--- src/shared/semp_pkg.sv ---
package semp_pkg;
    // register byte offsets
    localparam logic [5:0] REG_CFG0 = 6'h00;
    localparam logic [5:0] REG_CFG3 = 6'h0c;
    localparam logic [5:0] REG_ADDR = 6'h10;
    localparam logic [5:0] REG_WDATA = 6'h14;
    localparam logic [5:0] REG_CMD = 6'h18;
    localparam logic [5:0] REG_STATUS = 6'h1c;
    localparam logic [5:0] REG_RDATA = 6'h20;
    // per-space config fields
    localparam int CFG_RL_LSB = 0;
    localparam int CFG_WL_LSB = 2;
    localparam int CFG_SELECT_EXTEND_BIT = 4;
    localparam int CFG_READ_ENABLE_MODE_BIT = 5;
    localparam int CFG_CLKSEL_BIT = 6;
    localparam logic [7:0] CFG_RST = 8'h00;
    // command fields
    localparam int CMD_OP_LSB = 0;
    localparam int CMD_SPACE_LSB = 4;
    localparam int CMD_LANE_LSB = 6;
    // status bits
    localparam int ST_BUSY_BIT = 0;
    localparam int ST_RDV_BIT = 1;
    localparam int ST_SR_BIT = 2;
    // widths and timing
    localparam int ADDR_W = 20;
    localparam int DATA_W = 32;
    localparam int SPACES = 4;
    localparam logic [2:0] CAS_LAT = 3'h3;
    localparam int PRE_ALL_BIT = 10;
    localparam logic [2:0] DIV2_DEF = 3'h2;

    typedef enum logic [3:0] {
        OP_SYNC_RD, OP_SYNC_WR, OP_SD_RD, OP_SD_WR, OP_BANK_ACTIVATE_CMD, OP_CLOSE, OP_CLOSE_ALL,
        OP_REFRESH, OP_MODE_SET, OP_SR_ENTER, OP_SR_EXIT
    } semp_op_t;

    typedef enum logic [1:0] {ST_IDLE, ST_WAIT, ST_DESEL} semp_state_t;
endpackage : semp_pkg

--- src/semp_clk_gen.sv ---
`timescale 1ns/1ps
module semp_clk_gen #(
    parameter logic [2:0] DIV2 = semp_pkg::DIV2_DEF
) (
    // clock and reset
    input wire logic clk,
    input wire logic sys_rst,
    // link clock input
    input wire logic link_clk_in,
    // memory output clocks and their rising ticks
    output logic mem_clk_out_first,
    output logic mem_clk_out_second,
    output logic rise_first,
    output logic rise_second
);
    import semp_pkg::*;

    typedef struct packed {
        logic [2:0] sync;
        logic lvl;
        logic [2:0] cnt;
        logic clk2;
        logic r1;
        logic r2;
    } semp_cg_t;

    semp_cg_t r_reg, r_next;

    if (DIV2 == 3'h0) begin : g_div_check
        $error("second clock divider must be 1 to 7");
    end

    always_comb begin
        r_next = r_reg;
        r_next.sync = {r_reg.sync[1:0], link_clk_in};
        r_next.r1 = 1'b0;
        r_next.r2 = 1'b0;
        // edge counts once the second and third stage agree
        if (r_reg.sync[1] == r_reg.sync[2] && r_reg.sync[2] != r_reg.lvl) begin
            r_next.lvl = r_reg.sync[2];
            r_next.r1 = r_reg.sync[2];
            if (r_reg.cnt == DIV2 - 3'h1) begin
                r_next.cnt = 3'h0;
                r_next.clk2 = ~r_reg.clk2;
                r_next.r2 = ~r_reg.clk2;
            end else begin
                r_next.cnt = r_reg.cnt + 3'h1;
            end
        end
    end

    always_ff @(posedge clk or posedge sys_rst) begin
        if (sys_rst) begin
            r_reg <= '0;
        end else begin
            r_reg <= r_next;
        end
    end

    assign mem_clk_out_first = r_reg.lvl;
    assign mem_clk_out_second = r_reg.clk2;
    assign rise_first = r_reg.r1;
    assign rise_second = r_reg.r2;
endmodule : semp_clk_gen

--- src/semp_port.sv ---
// The Avalon-MM slave port and the placing of the registers were left to the implementer.
`timescale 1ns/1ps
module semp_port #(
    parameter logic [2:0] DIV2 = semp_pkg::DIV2_DEF
) (
    // clock and reset
    input wire logic clk,
    input wire logic sys_rst,
    // avalon-mm slave
    input wire logic [3:0] avs_address,
    input wire logic avs_read,
    input wire logic avs_write,
    input wire logic [semp_pkg::DATA_W-1:0] avs_writedata,
    output logic [semp_pkg::DATA_W-1:0] avs_readdata,
    output logic avs_waitrequest,
    // link clock in, memory clocks out
    input wire logic link_clk_in,
    output logic mem_clk_out_first,
    output logic mem_clk_out_second,
    // memory pins
    output logic [semp_pkg::SPACES-1:0] space_select_n,
    output logic [3:0] byte_lane_n,
    output logic [semp_pkg::ADDR_W-1:0] word_addr,
    output logic shared_strobe_pin_a,
    output logic shared_strobe_pin_b,
    output logic shared_strobe_pin_c,
    output logic dram_clk_en,
    input wire logic [semp_pkg::DATA_W-1:0] mem_data_i,
    output logic [semp_pkg::DATA_W-1:0] mem_data_o,
    output logic mem_data_oe
);
    import semp_pkg::*;

    typedef struct packed {
        semp_state_t st;
        logic [2:0] cnt;
        logic busy;
        logic rd_ack;
        logic rd_valid;
        logic sr_active;
        semp_op_t op;
        logic [1:0] space;
        logic [3:0] lanes;
        logic [SPACES-1:0][7:0] cfg;
        logic [ADDR_W-1:0] addr;
        logic [DATA_W-1:0] wdata;
        logic [DATA_W-1:0] rdata;
        logic [DATA_W-1:0] rdout;
        logic [SPACES-1:0] cs_n;
        logic [3:0] lane_n;
        logic [ADDR_W-1:0] wa;
        logic [DATA_W-1:0] dout;
        logic dout_oe;
        logic pa;
        logic pb;
        logic pc;
        logic cke;
    } semp_st_t;

    semp_st_t r_reg, r_next;
    logic rise_first, rise_second;
    logic tick;
    logic is_sd;
    logic [7:0] cur_cfg;
    logic [1:0] rl_cur, wl_cur;
    logic cee_cur, ren_cur;
    logic [5:0] byte_addr;
    logic cmd_hit;
    logic [SPACES-1:0] sel_n;

    semp_clk_gen #(.DIV2(DIV2)) u_clk (
        .clk(clk),
        .sys_rst(sys_rst),
        .link_clk_in(link_clk_in),
        .mem_clk_out_first(mem_clk_out_first),
        .mem_clk_out_second(mem_clk_out_second),
        .rise_first(rise_first),
        .rise_second(rise_second)
    );

    assign byte_addr = {avs_address, 2'b00};
    assign cmd_hit = avs_write && byte_addr == REG_CMD;
    assign cur_cfg = r_reg.cfg[r_reg.space];
    assign rl_cur = cur_cfg[CFG_RL_LSB +: 2];
    assign wl_cur = cur_cfg[CFG_WL_LSB +: 2];
    assign cee_cur = cur_cfg[CFG_SELECT_EXTEND_BIT];
    assign ren_cur = cur_cfg[CFG_READ_ENABLE_MODE_BIT];
    assign is_sd = r_reg.op != OP_SYNC_RD && r_reg.op != OP_SYNC_WR;
    // sdram on first clock, sync space on its chosen clock
    assign tick = (is_sd || !cur_cfg[CFG_CLKSEL_BIT]) ? rise_first : rise_second;
    assign sel_n = ~(SPACES'(1) << r_reg.space);
    // stall a command while busy, reads for one registered cycle
    assign avs_waitrequest = (avs_read && !r_reg.rd_ack) || (cmd_hit && r_reg.busy);

    function automatic logic [DATA_W-1:0] reg_read(input semp_st_t s, input logic [5:0] a);
        logic [DATA_W-1:0] v;
        v = '0;
        if (a <= REG_CFG3) begin
            v[7:0] = s.cfg[a[3:2]];
        end else if (a == REG_ADDR) begin
            v[ADDR_W-1:0] = s.addr;
        end else if (a == REG_WDATA) begin
            v = s.wdata;
        end else if (a == REG_STATUS) begin
            v[ST_BUSY_BIT] = s.busy;
            v[ST_RDV_BIT] = s.rd_valid;
            v[ST_SR_BIT] = s.sr_active;
        end else if (a == REG_RDATA) begin
            v = s.rdata;
        end
        return v;
    endfunction : reg_read

    // back to idle pin levels
    function automatic semp_st_t release_pins(input semp_st_t s);
        semp_st_t o;
        o = s;
        o.cs_n = '1;
        o.lane_n = '1;
        o.pa = 1'b1;
        o.pb = 1'b1;
        o.pc = 1'b1;
        o.dout_oe = 1'b0;
        return o;
    endfunction : release_pins

    always_comb begin
        semp_op_t new_op;
        new_op = semp_op_t'(avs_writedata[CMD_OP_LSB +: 4]);
        r_next = r_reg;
        // register bus
        if (r_reg.rd_ack) begin
            r_next.rd_ack = 1'b0;
        end else if (avs_read) begin
            r_next.rd_ack = 1'b1;
            r_next.rdout = reg_read(r_reg, byte_addr);
        end
        if (avs_write) begin
            if (byte_addr <= REG_CFG3) begin
                r_next.cfg[avs_address[1:0]] = avs_writedata[7:0];
            end else if (byte_addr == REG_ADDR) begin
                r_next.addr = avs_writedata[ADDR_W-1:0];
            end else if (byte_addr == REG_WDATA) begin
                r_next.wdata = avs_writedata;
            end else if (cmd_hit && !r_reg.busy && avs_writedata[CMD_OP_LSB +: 4] <= 4'ha) begin
                // in self-refresh only the exit command is taken
                if (r_reg.sr_active == (new_op == OP_SR_EXIT)) begin
                    r_next.busy = 1'b1;
                    r_next.rd_valid = 1'b0;
                    r_next.op = new_op;
                    r_next.space = avs_writedata[CMD_SPACE_LSB +: 2];
                    r_next.lanes = avs_writedata[CMD_LANE_LSB +: 4];
                end
            end
        end
        // pin sequencer, advances only on tick: the first clock for sdram, the space's chosen clock for sync
        if (tick) begin
            unique case (r_reg.st)
                ST_IDLE: begin
                    if (r_reg.busy) begin
                        r_next.st = ST_WAIT;
                        r_next.cnt = 3'h0;
                        r_next.cs_n = sel_n;
                        r_next.wa = r_reg.addr;
                        r_next.dout = r_reg.wdata;
                        r_next.lane_n = ~r_reg.lanes;
                        unique case (r_reg.op)
                            OP_SYNC_RD: begin
                                r_next.pa = 1'b0;
                                r_next.pb = 1'b0;
                            end
                            OP_SYNC_WR: begin
                                r_next.pc = 1'b0;
                                r_next.dout_oe = wl_cur == 2'h0;
                                if (cee_cur) begin
                                    r_next.cs_n = '1;
                                end
                            end
                            OP_SD_RD: begin
                                r_next.pa = 1'b0;
                            end
                            OP_SD_WR: begin
                                r_next.pa = 1'b0;
                                r_next.pc = 1'b0;
                                r_next.dout_oe = 1'b1;
                            end
                            OP_BANK_ACTIVATE_CMD: begin
                                r_next.pb = 1'b0;
                            end
                            OP_CLOSE, OP_CLOSE_ALL: begin
                                r_next.pb = 1'b0;
                                r_next.pc = 1'b0;
                                r_next.wa[PRE_ALL_BIT] = r_reg.op == OP_CLOSE_ALL;
                            end
                            OP_REFRESH, OP_SR_ENTER: begin
                                r_next.pa = 1'b0;
                                r_next.pb = 1'b0;
                                r_next.cke = r_reg.op != OP_SR_ENTER;
                            end
                            OP_MODE_SET: begin
                                r_next.pa = 1'b0;
                                r_next.pb = 1'b0;
                                r_next.pc = 1'b0;
                            end
                            OP_SR_EXIT: begin
                                r_next.cs_n = '1;
                                r_next.cke = 1'b1;
                                r_next.sr_active = 1'b0;
                            end
                        endcase
                    end
                end
                ST_WAIT: begin
                    r_next.cnt = r_reg.cnt + 3'h1;
                    unique case (r_reg.op)
                        OP_SYNC_RD: begin
                            r_next.pa = 1'b1;
                            // select drops after command unless extended
                            r_next.cs_n = cee_cur ? r_reg.cs_n : '1;
                            if (r_reg.cnt == {1'b0, rl_cur}) begin
                                r_next = release_pins(r_next);
                                r_next.rdata = mem_data_i;
                                r_next.rd_valid = 1'b1;
                                r_next.st = ren_cur ? ST_IDLE : ST_DESEL;
                                r_next.busy = !ren_cur;
                            end
                        end
                        OP_SYNC_WR: begin
                            r_next.pc = 1'b1;
                            r_next.cs_n = '1;
                            if (r_reg.dout_oe) begin
                                r_next = release_pins(r_next);
                                r_next.st = ren_cur ? ST_IDLE : ST_DESEL;
                                r_next.busy = !ren_cur;
                            end else if (r_reg.cnt + 3'h1 == {1'b0, wl_cur}) begin
                                r_next.dout_oe = 1'b1;
                            end
                        end
                        OP_SD_RD: begin
                            r_next = release_pins(r_next);
                            if (r_reg.cnt == CAS_LAT - 3'h1) begin
                                r_next.rdata = mem_data_i;
                                r_next.rd_valid = 1'b1;
                                r_next.st = ST_IDLE;
                                r_next.busy = 1'b0;
                            end
                        end
                        default: begin
                            r_next = release_pins(r_next);
                            r_next.st = ST_IDLE;
                            r_next.busy = 1'b0;
                            if (r_reg.op == OP_SR_ENTER) begin
                                r_next.sr_active = 1'b1;
                            end else if (r_reg.op == OP_SR_EXIT) begin
                                r_next.sr_active = 1'b0;
                            end
                        end
                    endcase
                end
                ST_DESEL: begin
                    r_next.st = ST_IDLE;
                    r_next.busy = 1'b0;
                end
            endcase
        end
    end

    always_ff @(posedge clk or posedge sys_rst) begin
        if (sys_rst) begin
            r_reg <= '0;
            r_reg.st <= ST_IDLE;
            r_reg.op <= OP_SYNC_RD;
            r_reg.cfg <= {SPACES{CFG_RST}};
            r_reg.cs_n <= '1;
            r_reg.lane_n <= '1;
            r_reg.pa <= 1'b1;
            r_reg.pb <= 1'b1;
            r_reg.pc <= 1'b1;
            r_reg.cke <= 1'b1;
        end else begin
            r_reg <= r_next;
        end
    end

    assign avs_readdata = r_reg.rdout;
    assign space_select_n = r_reg.cs_n;
    assign byte_lane_n = r_reg.lane_n;
    assign word_addr = r_reg.wa;
    assign shared_strobe_pin_a = r_reg.pa;
    assign shared_strobe_pin_b = r_reg.pb;
    assign shared_strobe_pin_c = r_reg.pc;
    assign dram_clk_en = r_reg.cke;
    assign mem_data_o = r_reg.dout;
    assign mem_data_oe = r_reg.dout_oe;

    logic pins_moved;
    assign pins_moved = r_reg.busy && (r_next.pa != r_reg.pa || r_next.pb != r_reg.pb
        || r_next.pc != r_reg.pc || r_next.cs_n != r_reg.cs_n);
endmodule : semp_port
--- config.mk ---
export PLATFORM = sky130hd
export DESIGN_NAME = semp_port
export DESIGN_NICKNAME = d
export VERILOG_FILES = /design/src/shared/semp_pkg.sv /design/src/semp_clk_gen.sv /design/src/semp_port.sv
export SDC_FILE = /design/constraint.sdc
export NUM_CORES = 1
export LEC_CHECK = 0
export BUFFER_PORTS_ARGS = -buffer_cell sky130_fd_sc_hd__buf_2
export CAP_MARGIN = 10
export CORE_MARGIN = 2
export CORE_UTILIZATION = 40
export CTS_BUF_LIST = sky130_fd_sc_hd__clkbuf_2 sky130_fd_sc_hd__clkbuf_4 sky130_fd_sc_hd__clkbuf_8
export CTS_CLUSTER_DIAMETER = 40
export DETAILED_ROUTE_END_ITERATION = 6
export SLEW_MARGIN = 20
export SYNTH_ARGS = -nofsm -noshare
export SYNTH_HDL_FRONTEND = slang
export SYNTH_SLANG_ARGS = --single-unit
--- constraint.sdc ---
create_clock -name clk -period 15.62 [get_ports clk]
set_clock_uncertainty 0.05 [all_clocks]
set_input_delay 3.124 -clock clk [delete_from_list [all_inputs] [get_ports clk]]
set_output_delay 3.124 -clock clk [all_outputs]
set_load 0.05 [all_outputs]
---- Word level (Yosys, flattened, before mapping) ----
Index checks and enable logic that the tools add are counted.
storage, ports and cells
  output and inout bits ................... 100
  bits of input ports ..................... 73
  bits in registers ....................... 242
operators by class
  bitwise gates (word level) .............. 5
  add/subtract/negate cells ............... 2
  $lt $le $gt $ge ......................... 5
  multiplexer cells ....................... 79
  reduce and logical (&&, ||, !) cells .... 39
  equality and inequality tests ........... 41
  shift-type cells ........................ 1
operator list
  kind                number
  $pmux 232 s3        1
  $mux 227            2
  $mux 32             8
  $mux 232            1
  $mux 158            1
  $pmux 65 s2         1
  $mux 94             1
  $mux 65             1
  $mux 52             1
  $mux 10             5
  $mux 20             2
  $bmux 8 s2          2
  $bwmux 32           1
  $eq 4x3->1 const B  8
  $reduce_and 5->1    6
  $mux 29             1
  $mux 1              27
  $mux 24             1
  $mux 8              3
  $eq 4x4->1 const B  5
  $ne 2x2->1 const B  9
  $reduce_and 6->1    3
  $demux 8 s2         1
  $mux 12             1
  other kinds (44)    80

---- Logic depth before layout (Yosys ltp) ----
  depth in word-level cells ............... 13
  gate-level depth with buffers ........... 9
  gate-level depth less buffers ........... 7

---- Modules after synthesis ----
Synthesis repeated with hierarchy kept, for this count alone.
second synthesis, totals
  cells, all modules ...................... 974
  area total of the unflattened synthesis .. 11164.5 sq um
modules (own cells, without submodules)
  module        cells each  area an instance (sq um)  instances
  semp_port     947         10790.3                   1
  semp_clk_gen  27          374.1                     1

---- Worst setup path after synthesis ----
No wires, ideal clock.
  kind .................................... input to output
  from .................................... input avs_address[1]
  to ...................................... output avs_waitrequest
  path slack .............................. 7.635 ns
  stages .................................. 4
  required time ........................... 12.446 ns
  arrival ................................. 4.811 ns
  cell sequence ........................... clkbuf_1 -> nor2b_1 -> nand3_1 -> o21ai_0
on the way
  longest elaborated chain between the ends .. 4
ends and longest elaborated chain
  what               RTL line         RTL
  start, declared    semp_port.sv:10  input wire logic [3:0] avs_address,
  $eq 4x3->1         semp_port.sv:82  assign cmd_hit = avs_write && byte_addr == REG_CMD;
  $logic_and 1x1->1  semp_port.sv:82
  $logic_and 1x1->1  semp_port.sv:93  assign avs_waitrequest = (avs_read && !r_reg.rd_ack) || (cmd_hit && r_reg.busy);
  $logic_or 1x1->1   semp_port.sv:93
  end, declared      semp_port.sv:15  output logic avs_waitrequest,
No other way between the ends.

---- Worst setup path in the final report ----
Ends and elaborated chain as after synthesis.

==> results_dict.tcl <==
set metrics [dict create \
    p_total_mw 2.28 \
    synthTopCellsByCount "dfrtp_1 (230), nand2_1 (156), buf_4 (94), o21ai_0 (90), mux2_2 (89)" \
    async_flop_share_pct 100 \
    max_stage_delay_ns 0.38 \
    worst_ir_drop_vdd_v 0.0000995 \
    synth-edff-count 0 \
    io_pins 173 \
    tightest_slew_ns 1.05 \
    root_buffer "clkbuf_8" \
    grt_max_degree 108 \
    grt-ovfl-total 0 \
    path_delay_family "buffers and inverters" \
    maxCapViolations 0 \
    fin_tns_setup_ns 0 \
    crit_arrival_ns 4.58 \
    syn_avg_cell_area_um2 11.0 \
    num-nets-final 1208 \
    synth_mux_area_share_pct 15.2 \
    cts.htree.levels 2 \
    wire_per_inst_um 19.0 \
    clock-sinks 242 \
    post_route_cells_drive_above_1_share_pct 34.0 \
    yosysMostFrequentCell "dfrtp_1" \
    synthAdderAreaFrac_pct 0.428 \
    rsz0062_at_grt "no" \
    grt_pass1_vias 8001 \
    cpMaxStageDelayCell "o21ai_0" \
    ys_dominant_reg_cell "dfrtp_1" \
    clk_latency_ns 0.57 \
    clock_path_buffers 3 \
    cts_setup_buffers 0 \
    yosysTopAreaCellShare_pct 49.2 \
    met1_usage_pct 28.0 \
    cts_tree "yes" \
    busiest_layer "met2" \
    grt_use_met3_pct 3.13 \
    place_congestion 0.822 \
    drc 0 \
    rows 62 \
    timing.fmax_mhz 129 \
    final_util_pct 45.6 \
    dieArea_um2 30600 \
    routed_wl_um 29500 \
    largest_reg_flops 135 \
    worstSetupEndpointType "output pin" \
    timing.final.crit_period_ns 7.76 \
    cp_max_fo 18 \
    yosysUniqueCellTypes 76 \
    start_util_pct 40.6 \
    relSlewSlack_pct 29.8 \
    numCtsBuffers 45 \
    crit_path_frequent_cell "buf_2" \
    power_density_nw_per_um2 174 \
    holdBufCountCts 0 \
    synth_top_area_cell "dfrtp_1" \
    detail-route-antenna-nets 0 \
    yosys.area_share.simple_pct 8.63 \
    synth_top_family_by_area "multiplexers" \
    coreArea_um2 28800 \
    total_leakage_power_nw 6.03 \
    dp_hpwl_um 19700 \
    path_class "input port to output pin" \
    synth_compound_area_share_pct 12.5 \
    grt_antenna_before_repair 2 \
    die_w_um 175 \
    vias 8070 \
    final-setup-viol-count 0 \
    first_pass_iters 7 \
    die_h_um 175 \
    hp-class "flop to flop" \
    cts.repair.resized 0 \
    netlist_area_um2 11700 \
    io_buffers 172 \
    timing.final.crit_share_pct 49.7 \
    syn_inst 1063 \
    synth_nets 1140 \
    status "completed" \
    met2_usage_pct 30.2 \
    synth_seq_cells 242 \
    slew_violations 0 \
    synthTopCellsByArea "dfrtp_1 (49%), mux2_2 (8.6%), buf_4 (6.0%)" \
    crit_chain "buf_2, nor2b_1, nand3_1, o21ai_0, buf_2" \
    synth_xor_area_share_pct 0.599 \
    path_buf_inv 2 \
    critPathLaunchType "input port" \
    cp.required_ns 12.45 \
    clk_pin_slew_ns 0.06 \
    viasPerCell 5.20 \
    synthToLayoutAreaGrowth_pct 12.2 \
    final-hold-violation-count 0 \
    grt_pass1_wl_um 46300 \
    ys_seq_area_share_pct 51.9 \
    drtIter0Drc 557 \
    yosysWarningCount 0 \
    grt_usage_pct 19.4 \
]
[cell usage in the layout (no fill, tap or decap), types with 4 or more instances in the layout]
master,n
nor3b_1,4
clkbuf_8,60
mux2_1,6
o21ai_1,7
clkinv_2,6
dfrtp_1,230
ha_1,4
clkinvlp_4,4
mux2_2,89
clkbuf_4,8
inv_1,47
xnor2_1,4
nor2b_1,7
o32a_1,4
mux2i_1,39
buf_2,172
a31oi_1,7
a22oi_1,13
mux4_2,12
nor3_1,6
xor2_1,4
nor2_1,26
buf_4,11
nand3_1,9
nand2_1,156
o211ai_1,36
a21oi_1,9
o21ai_0,90
a222oi_1,17
dfstp_2,12
[final cells by class]
cell class,count,area (um2)
antenna,2,5.00
clock buffer,68,886
clock inverter,14,140
fill,2750,15700
inverter,50,195
multi-input combinational,608,4390
sequential,242,6070
tap,384,480
timing repair buffer,184,955
[routing by layer]
metal / part of all wire, % / up-vias
li1: - / 3783
met1: 47 / 3997
met2: 46 / 239
met3: 5.3 / 51
met4: 2.2 / 0
met5: 0 / -
[worst register-to-register path: stages (launching register included)]
cell and delay [ns]:
dfrtp_1 0.71, mux4_1 0.68, xor2_1 0.19, a31oi_4 0.15, buf_4 0.45, o211a_2 0.34
buf_4 0.49, mux2i_1 0.30
[final timing paths]
kind,from,end,slack (ns),depth (start not counted)
setup / recovery,avs_address[1],avs_waitrequest,7.86,5
hold / removal,u_clk.r_next[8],u_clk.r_next[9],0.29,0
setup reg to reg,r_reg[217],r_reg[98],12.17,7
hold reg to reg,u_clk.r_next[8],u_clk.r_next[9],0.29,0
max in group asynchronous,sys_rst,r_reg[99],11.61,3
min in group asynchronous,sys_rst,avs_readdata[9],2.60,2
[metrics by stage]
stage	setup WS, ns	std cells	area, um2	hold WS, ns
global route	7.76	1552	13100	0.314
finish	7.86	1552	13100	0.286
global placement	7.83	1468	12100	0.284
CTS	7.85	1550	13100	0.290
floorplan	5.82	1063	11700	0.281
detailed placement	7.85	1468	12100	0.290
[power by group]
| group | total, mW | switching, mW | internal, mW |
|---|---|---|---|
| combinational | 0.729 | 0.524 | 0.205 |
| sequential | 0.880 | 0.104 | 0.776 |
| clock | 0.674 | 0.276 | 0.398 |
[cells by family (layout without fill, tap and decap cells)]
kind of cell | after synthesis | count (layout)
AOI/OAI and AO/OA | 216 | 216
xor gates and xnor gates | 8 | 8
adders and majority gates | 4 | 4
buffers and inverters | 213 | 316
DFF | 242 | 242
muxes | 148 | 148
other | 0 | 2
and+or+nand+nor | 232 | 232
(Power assumes the default switching activity.)
